--- src/inc/irq_defs.svh ---
// constants for the prioritized interrupt and reset block
`ifndef IRQ_DEFS_SVH
`define IRQ_DEFS_SVH

// request latch positions, highest priority at the top
`define LAT_EXT1 5
`define LAT_SERIAL 4
`define LAT_TMR1 3
`define LAT_TMR2 2
`define LAT_INTV 1
`define LAT_EXT2 0
`define LAT_COUNT 6

// per-source enable bit positions
`define EN_SERIAL 3
`define EN_TMR1 2
`define EN_TMR2_INTV 1
`define EN_EXT2 0

// entry addresses
`define VEC_EXT1 12'h002
`define VEC_SERIAL 12'h004
`define VEC_TMR1 12'h006
`define VEC_TMR2 12'h008
`define VEC_INTV 12'h00A
`define VEC_EXT2 12'h00C

// reset values
`define PC_RESET_ADDR 12'h000
`define EN_RESET 4'h0
`define LAT_RESET 6'h00
`define MASTER_RESET 1'h0

// timing, in instruction cycles (one clk per instruction cycle)
`define RST_LOW_MIN_CYC 3
`define ACK_CYC 2

`endif

--- src/inc/irq_pkg.sv ---
// types shared by the interrupt and reset block
package irq_pkg;

  typedef enum logic [1:0] {
    ACK_IDLE = 2'b00,
    ACK_WAIT = 2'b01,
    ACK_SAVE = 2'b10,
    ACK_LOAD = 2'b11
  } ack_state_type;

  typedef logic [5:0] latch_vec_type;
  typedef logic [3:0] nibble_type;
  typedef logic [11:0] pc_addr_type;

endpackage

--- src/design/irq_controller.sv ---
// six-source prioritized interrupt controller with reset sequencing
`timescale 1ns/1ps
`include "irq_defs.svh"
module irq_controller (
  // clock and reset
  input wire logic clk,
  input wire logic rst,
  // reset pin, active low
  input wire logic reset_pin_n,
  // external interrupt pins
  input wire logic ext_pin_one_irq,
  input wire logic ext_pin_two_irq,
  // internal source pulses
  input wire logic serial_irq,
  input wire logic timer_one_overflow_irq,
  input wire logic timer_two_overflow_irq,
  input wire logic interval_timer_irq,
  // instruction sequencer status
  input wire logic instr_done,
  input wire logic timer_proc_pending,
  // latch and enable instructions
  input wire logic enable_and_clear_latches_instr,
  input wire logic disable_and_clear_latches_instr,
  input wire logic clear_latches_instr,
  input wire irq_pkg::latch_vec_type latch_keep,
  input wire logic interrupt_return_instr,
  input wire logic swap_enable_instr,
  input wire irq_pkg::nibble_type acc_in,
  // register views
  output irq_pkg::nibble_type acc_out,
  output irq_pkg::nibble_type per_source_irq_enable,
  output logic master_irq_enable,
  output irq_pkg::latch_vec_type request_latch,
  // acknowledge sequence
  output logic ack_busy,
  output logic ctx_push,
  output logic ctx_pop,
  output logic pc_load,
  output irq_pkg::pc_addr_type pc_load_addr,
  output logic status_flag_set,
  // reset to the core
  output logic core_reset,
  output logic interval_timer_clear
);
  import irq_pkg::*;

  // ===================================================================
  // functions

  // enabled view of the pending latches
  // pin one has no per-source enable
  function automatic latch_vec_type eligible(input latch_vec_type lat,
                                             input nibble_type en);
    latch_vec_type e;
    e = lat;
    e[`LAT_SERIAL] = lat[`LAT_SERIAL] & en[`EN_SERIAL];
    e[`LAT_TMR1] = lat[`LAT_TMR1] & en[`EN_TMR1];
    e[`LAT_TMR2] = lat[`LAT_TMR2] & en[`EN_TMR2_INTV];
    e[`LAT_INTV] = lat[`LAT_INTV] & en[`EN_TMR2_INTV];
    e[`LAT_EXT2] = lat[`LAT_EXT2] & en[`EN_EXT2];
    return e;
  endfunction

  // one-hot of the highest-priority eligible source
  function automatic latch_vec_type pick(input latch_vec_type e);
    latch_vec_type p;
    p = '0;
    if (e[`LAT_EXT1]) begin
      p[`LAT_EXT1] = 1'b1;
    end else if (e[`LAT_SERIAL]) begin
      p[`LAT_SERIAL] = 1'b1;
    end else if (e[`LAT_TMR1]) begin
      p[`LAT_TMR1] = 1'b1;
    end else if (e[`LAT_TMR2]) begin
      p[`LAT_TMR2] = 1'b1;
    end else if (e[`LAT_INTV]) begin
      p[`LAT_INTV] = 1'b1;
    end else if (e[`LAT_EXT2]) begin
      p[`LAT_EXT2] = 1'b1;
    end
    return p;
  endfunction

  // entry address of a one-hot selection
  function automatic pc_addr_type vector_of(input latch_vec_type p);
    pc_addr_type v;
    v = `VEC_EXT2;
    if (p[`LAT_EXT1]) begin
      v = `VEC_EXT1;
    end else if (p[`LAT_SERIAL]) begin
      v = `VEC_SERIAL;
    end else if (p[`LAT_TMR1]) begin
      v = `VEC_TMR1;
    end else if (p[`LAT_TMR2]) begin
      v = `VEC_TMR2;
    end else if (p[`LAT_INTV]) begin
      v = `VEC_INTV;
    end
    return v;
  endfunction

  // ===================================================================
  // declarations

  logic pin_reset;
  logic pin_release;
  logic init;
  logic ext1_fall;
  logic ext2_fall;
  latch_vec_type raise;
  latch_vec_type sel;
  latch_vec_type acc_clear;
  latch_vec_type instr_clear;
  logic can_accept;
  logic take;
  ack_state_type state_r;
  ack_state_type state_nxt;
  latch_vec_type latch_r;
  latch_vec_type latch_nxt;
  nibble_type en_r;
  logic master_r;
  pc_addr_type vec_r;

  // ===================================================================
  // reset pin and external edges

  reset_pin_filter #(
    .LOW_MIN(`RST_LOW_MIN_CYC)
  ) u_reset (
    .clk(clk),
    .rst(rst),
    .reset_pin_n(reset_pin_n),
    .pin_reset(pin_reset),
    .pin_release(pin_release)
  );

  assign init = rst | pin_reset;

  pin_fall_detect u_ext1 (
    .clk(clk),
    .rst(init),
    .pin(ext_pin_one_irq),
    .fall(ext1_fall)
  );

  pin_fall_detect u_ext2 (
    .clk(clk),
    .rst(init),
    .pin(ext_pin_two_irq),
    .fall(ext2_fall)
  );

  // ===================================================================
  // request sources

  always_comb begin
    raise = '0;
    // pin one edges latch even as I/O
    raise[`LAT_EXT1] = ext1_fall;
    raise[`LAT_SERIAL] = serial_irq;
    raise[`LAT_TMR1] = timer_one_overflow_irq;
    raise[`LAT_TMR2] = timer_two_overflow_irq;
    raise[`LAT_INTV] = interval_timer_irq;
    raise[`LAT_EXT2] = ext2_fall;
  end

  // ===================================================================
  // acceptance

  assign sel = pick(eligible(latch_r, en_r));

  assign can_accept = master_r & (sel != '0);

  // taken only at an instruction boundary
  assign take = (state_r == ACK_IDLE) & instr_done & can_accept;

  // ===================================================================
  // acknowledge sequencer

  always_comb begin
    state_nxt = state_r;
    case (state_r)
      ACK_IDLE: begin
        if (take) begin
          if (timer_proc_pending) begin
            state_nxt = ACK_WAIT;
          end else begin
            state_nxt = ACK_SAVE;
          end
        end
      end
      ACK_WAIT: begin
        if (!timer_proc_pending) begin
          state_nxt = ACK_SAVE;
        end
      end
      ACK_SAVE: begin
        state_nxt = ACK_LOAD;
      end
      ACK_LOAD: begin
        state_nxt = ACK_IDLE;
      end
      default: begin
        state_nxt = ACK_IDLE;
      end
    endcase
  end

  always_ff @(posedge clk) begin
    if (init) begin
      state_r <= ACK_IDLE;
    end else begin
      state_r <= state_nxt;
    end
  end

  always_ff @(posedge clk) begin
    if (init) begin
      vec_r <= `PC_RESET_ADDR;
    end else if (take) begin
      vec_r <= vector_of(sel);
    end
  end

  // ===================================================================
  // request latches

  assign acc_clear = take ? sel : '0;

  // zero bit in operand clears, one holds
  assign instr_clear = (enable_and_clear_latches_instr | disable_and_clear_latches_instr
                        | clear_latches_instr) ? ~latch_keep : '0;

  // held until accepted or cleared; a new raise wins
  assign latch_nxt = (latch_r & ~(acc_clear | instr_clear)) | raise;

  always_ff @(posedge clk) begin
    if (init) begin
      latch_r <= `LAT_RESET;
    end else begin
      latch_r <= latch_nxt;
    end
  end

  // ===================================================================
  // master enable

  always_ff @(posedge clk) begin
    if (init) begin
      master_r <= `MASTER_RESET;
    end else if (take) begin
      master_r <= 1'b0;
    end else if (interrupt_return_instr || enable_and_clear_latches_instr) begin
      master_r <= 1'b1;
    end else if (disable_and_clear_latches_instr) begin
      master_r <= 1'b0;
    end
  end

  // ===================================================================
  // per-source enable register

  always_ff @(posedge clk) begin
    if (init) begin
      en_r <= `EN_RESET;
    end else if (swap_enable_instr) begin
      en_r <= acc_in;
    end
  end

  always_ff @(posedge clk) begin
    if (init) begin
      acc_out <= '0;
    end else if (swap_enable_instr) begin
      acc_out <= en_r;
    end
  end

  // ===================================================================
  // acknowledge and return outputs

  // push in the first cycle after any timer wait, vector in the next
  // only the core's program counter and flags are pushed
  always_ff @(posedge clk) begin
    if (init) begin
      ctx_push <= 1'b0;
      ctx_pop <= 1'b0;
      pc_load <= 1'b0;
      pc_load_addr <= `PC_RESET_ADDR;
      status_flag_set <= 1'b1;
    end else begin
      ctx_push <= (state_nxt == ACK_SAVE);
      ctx_pop <= interrupt_return_instr;
      // fetch at zero when pin reset ends
      pc_load <= (state_nxt == ACK_LOAD) | pin_release;
      status_flag_set <= (state_nxt == ACK_LOAD);
      if (state_nxt == ACK_LOAD) begin
        pc_load_addr <= vec_r;
      end else if (pin_release) begin
        pc_load_addr <= `PC_RESET_ADDR;
      end
    end
  end

  // reset held to core and interval timer
  always_ff @(posedge clk) begin
    if (rst) begin
      core_reset <= 1'b1;
      interval_timer_clear <= 1'b1;
    end else begin
      core_reset <= pin_reset;
      interval_timer_clear <= pin_reset;
    end
  end

  // lower request waits for the next boundary
  assign ack_busy = (state_r != ACK_IDLE) | take;

  assign per_source_irq_enable = en_r;
  assign master_irq_enable = master_r;
  assign request_latch = latch_r;

endmodule

--- src/design/pin_fall_detect.sv ---
// two-stage synchroniser and falling-edge detector for an external pin
`timescale 1ns/1ps
module pin_fall_detect (
  // clock and reset
  input wire logic clk,
  input wire logic rst,
  // pin and event
  input wire logic pin,
  output logic fall
);

  logic meta_r;
  logic sync_r;
  logic last_r;

  // =====================================================
  // synchroniser, idle level is high
  always_ff @(posedge clk) begin
    if (rst) begin
      meta_r <= 1'b1;
      sync_r <= 1'b1;
      last_r <= 1'b1;
    end else begin
      meta_r <= pin;
      sync_r <= meta_r;
      last_r <= sync_r;
    end
  end

  // =====================================================
  // edge pulse
  always_ff @(posedge clk) begin
    if (rst) begin
      fall <= 1'b0;
    end else begin
      fall <= last_r & ~sync_r;
    end
  end

endmodule

--- src/design/reset_pin_filter.sv ---
// reset pin qualifier: low for a minimum count of cycles starts reset
`timescale 1ns/1ps
`include "irq_defs.svh"
module reset_pin_filter #(
  parameter int LOW_MIN = `RST_LOW_MIN_CYC
) (
  // clock and reset
  input wire logic clk,
  input wire logic rst,
  // pin
  input wire logic reset_pin_n,
  // qualified reset
  output logic pin_reset,
  output logic pin_release
);

  localparam int CW = $clog2(LOW_MIN + 1);

  logic meta_r;
  logic sync_r;
  logic [CW-1:0] low_cnt_r;

  // =====================================================
  // synchroniser
  always_ff @(posedge clk) begin
    if (rst) begin
      meta_r <= 1'b1;
      sync_r <= 1'b1;
    end else begin
      meta_r <= reset_pin_n;
      sync_r <= meta_r;
    end
  end

  // =====================================================
  // low-time counter
  always_ff @(posedge clk) begin
    if (rst || sync_r) begin
      low_cnt_r <= '0;
    end else if (low_cnt_r != CW'(LOW_MIN)) begin
      low_cnt_r <= low_cnt_r + CW'(1);
    end
  end

  // =====================================================
  // reset level and release pulse
  always_ff @(posedge clk) begin
    if (rst) begin
      pin_reset <= 1'b0;
      pin_release <= 1'b0;
    end else begin
      pin_release <= pin_reset & sync_r;
      if (sync_r) begin
        pin_reset <= 1'b0;
      end else if (low_cnt_r == CW'(LOW_MIN - 1)) begin
        pin_reset <= 1'b1;
      end
    end
  end

endmodule

--- config.mk ---
export PLATFORM = sky130hd
export DESIGN_NAME = irq_controller
export DESIGN_NICKNAME = d
export VERILOG_FILES = /design/src/inc/irq_pkg.sv /design/src/design/irq_controller.sv /design/src/design/pin_fall_detect.sv /design/src/design/reset_pin_filter.sv
export VERILOG_INCLUDE_DIRS = /design/src /design/src/inc
export SDC_FILE = /design/constraint.sdc
export NUM_CORES = 1
export LEC_CHECK = 0
export BUFFER_PORTS_ARGS = -buffer_cell sky130_fd_sc_hd__buf_4
export CORE_MARGIN = 8
export CORE_UTILIZATION = 43
export CTS_BUF_LIST = sky130_fd_sc_hd__clkbuf_4 sky130_fd_sc_hd__clkbuf_8 sky130_fd_sc_hd__clkbuf_16
export DETAILED_ROUTE_END_ITERATION = 10
export HOLD_SLACK_MARGIN = 0.03
export PLACE_DENSITY = 0.74
export SLEW_MARGIN = 25
export SYNTH_ARGS = -nofsm -noshare
export SYNTH_HDL_FRONTEND = slang
export SYNTH_SLANG_ARGS = --single-unit
--- constraint.sdc ---
create_clock -name clk -period 1.32 [get_ports clk]
set_clock_uncertainty 0.15 [all_clocks]
set_input_delay 0.198 -clock clk [delete_from_list [all_inputs] [get_ports clk]]
set_output_delay 0.198 -clock clk [all_outputs]
set_load 0.01 [all_outputs]
==> reports/qor.txt <==
hpwl dp - 3070 um
mux contribution to synthesized area - 0.06116
Final setup viols - 10
Syn Inst Count - 164
synthesis-to-layout area growth - 50.99%
unrepaired setup endpoints after global routing - true
Buffers on Ports - 50
Yosys reg bits - 42
CTS tree - yes
layout net count - 278
r2r setup slk - -0.35 ns
Synth top area share - 0.5138
post-route cell area - 0.002471 mm2
worst min path class - input port to flop
TritonCTS Buffers - 5
Synth Area in XOR/XNOR - 0.005352
Min Hold Slack - 0.03829 ns
most frequent cell after synthesis - dfxtp_1
fillcell total - 302
crit-path max FO - 2
EDFF count, synth - 0
failing checks - setup timing
mapped cell area - 0.001637 mm2
Tcrit/Tclk final - 1.356
drt drc - 0
Detailed Route WL - 4389 um
Via-to-Cell Ratio - 4.806
Final WS setup - -0.4704 ns
maximum vdd drop - 0.7462 mV
CTS Sinks - 42
row count - 22
largest net degree at the start of global routing - 18
ys async rst share - 0
compound-gate portion of the synthesized area - 0.1353
clock slew at reported path FFs - 0.08 ns
Worst Path Required - 0.97 ns
placed inst area - 0.002191 mm2
die area - 0.006036 mm2
Top FF cell, synth - dfxtp_1
PwrDens - 1048 mW/mm2
Setup CP Type - flop to output port
Slew Limit Fails - 0
Synth Warn # - 0
initial core utilization - 0.4470
routability cong. - 0.8226
Root Buffer - clkbuf_8
GR Util All Layers - 0.1466
iteration count of the initial detailed-routing pass - 4
DRT iter0 DRCs - 65
CTS max path bufs - 2
Hold Violations, Final - 0
Synth area leader - dfxtp_1
clk_lat worst skew - 0.29 ns
global route total overflow - 0
status - complete, but fails checks
Worst setup SP type - flop
CP Capture Type - output port
hold depth - 3
post-synthesis simple-gate area fraction - 0.1919
Final min period - 1.790 ns
antenna cell count - 0
max cap viols - 0
syn avg cell area - 9.979 um2
Netlist cell types - 37
Area contributors post-synth - dfxtp_1 51%, mux2i_1 6.1%, nor2_1 5.0%
share of cells above drive strength 1 - 0.4303
vias in the first global route - 1,513
Synth top cells by count - 42 x dfxtp_1, 22 x nor2_1, 10 x buf_4, 10 x mux2i_1, 9 x a21oi_1
Leak Pwr - 1.159 nW
Adder-Cell Fraction of Synth Area - 0.01529
core area - 0.003661 mm2
H-Tree Depth - 2
pre-CTS setup slack - -0.1659 ns
global-route wire length before repair - 7224 um
sequential share of the synthesized area - 0.5138
DR WL/cell - 14.68 um
Die Width - 77.69 um
Max Fclk - 558.5 MHz
I/O pins - 60
die height - 77.69 um
antenna violation net count after detailed routing - 0
Worst Reg-to-Reg Cells - 6
largest family of logic cells by synthesized area - simple AND/OR/NAND/NOR gates
initial antenna violation count - 0
worst path arrival time - 1.44 ns
DR vias - 1,437
placed cells by master, fill, tap and decap left out, types with 2 or more instances in the layout:
| master | netlist | routed |
|---|---|---|
| a21oi_1 | 9 | 7 |
| a21oi_2 | 0 | 2 |
| a31oi_1 | 2 | 2 |
| buf_4 | 10 | 73 |
| buf_6 | 0 | 3 |
| clkbuf_8 | 0 | 6 |
| conb_1 | 1 | 9 |
| dfxtp_1 | 42 | 36 |
| dfxtp_2 | 0 | 6 |
| dlygate4sd3_1 | 0 | 10 |
| ha_1 | 2 | 2 |
| inv_1 | 6 | 6 |
| mux2i_1 | 10 | 10 |
| nand2_1 | 5 | 5 |
| nor2_1 | 22 | 21 |
| nor3_1 | 8 | 5 |
| nor3_2 | 1 | 4 |
| nor3b_1 | 4 | 3 |
| o21a_1 | 5 | 5 |
| o21ai_0 | 4 | 4 |
| or2_2 | 2 | 2 |
| or3_1 | 7 | 7 |
through the flow:
step / std cells / setup TNS, ns / power [mW] / util
3_5_place_dp: 278 / -1.261 / 1.711 / 0.5984
2_1_floorplan: 172 / -0.3047 / 1.540 / -
4_1_cts: 297 / -1.642 / 2.583 / 0.6586
6_report: 299 / -2.353 / 2.589 / 0.6750
5_1_grt: 299 / -2.888 / 2.703 / 0.6750
3_3_place_gp: 278 / -1.156 / 1.706 / 0.5984
layout make-up:
type / count / area (um2) / share of cell area
Inverter: 7 / 26.28 / 0.01063
Clock inverter: 1 / 5.005 / 0.002025
Timing Repair Buffer: 86 / 681.9 / 0.2759
Sequential cell: 42 / 848.3 / 0.3433
Multi-Input combinational cell: 108 / 759.5 / 0.3073
Clock buffer: 7 / 90.09 / 0.03646
Tap cell: 48 / 60.06 / 0.02430
state kept, by name, indices dropped and copies added (netlist names), 2 cells and up:
register               flops
request_latch              6
acc_out                    4
per_source_irq_enable      4
pc_load_addr               3
vec_r                      3
state_r                    2
u_reset.low_cnt_r          2
report_power, final:
part	switching, mW	total (mW)	internal (mW)
clock network	0.413	0.855	0.442
registers	0.0283	1.34	1.31
logic	0.174	0.391	0.217
total	0.615	2.59	1.97
layer usage:
metal | GRT usage | vias to the layer above | wire, um
met3 | 0.05645 | 10 | 318
met2 | 0.2431 | 59 | 2144
met1 | 0.1621 | 657 | 1868
met4 | 0.06604 | 0 | 58
met5 | 0 | - | 0
li1 | - | 711 | -
path summary, 6_finish.rpt:
kind / start / to
worst max-delay path: per_source_irq_enable[2] / ack_busy
worst min-delay path: interval_timer_irq / request_latch[1]
worst max register to register: per_source_irq_enable[2] / ctx_push
worst min register to register: u_ext1.meta_r / u_ext1.sync_r
cells by family (layout without fill, tap and decap cells):
logic type               after synthesis  after routing
XOR/XNOR                               1              1
adder cells (fa/ha/maj)                2              2
AND/OR/NAND/NOR                       57             57
other                                  1              9
buffers and inverters                 22            101
multiplexers                          10             10
AO/OA/AOI/OAI                         29             29
flip-flops                            42             42
timing repair:
action | CTS | global route
hold buffers | 9 | 1
buffers inserted | 3 | 1
setup endpoints to repair | 13 | 18
pin swaps | 6 | 2
gates resized for setup | 5 | 12
endpoints found under the hold margin | 9 | 1
critical path: stages, from the launching register on:
cell,delay (ns)
dfxtp_2,0.34
a221oi_4,0.33
a31oi_4,0.14
nor3_2,0.15
inv_1,0.08
buf_6,0.12
No activity file was read; power rests on OpenSTA's default activity.
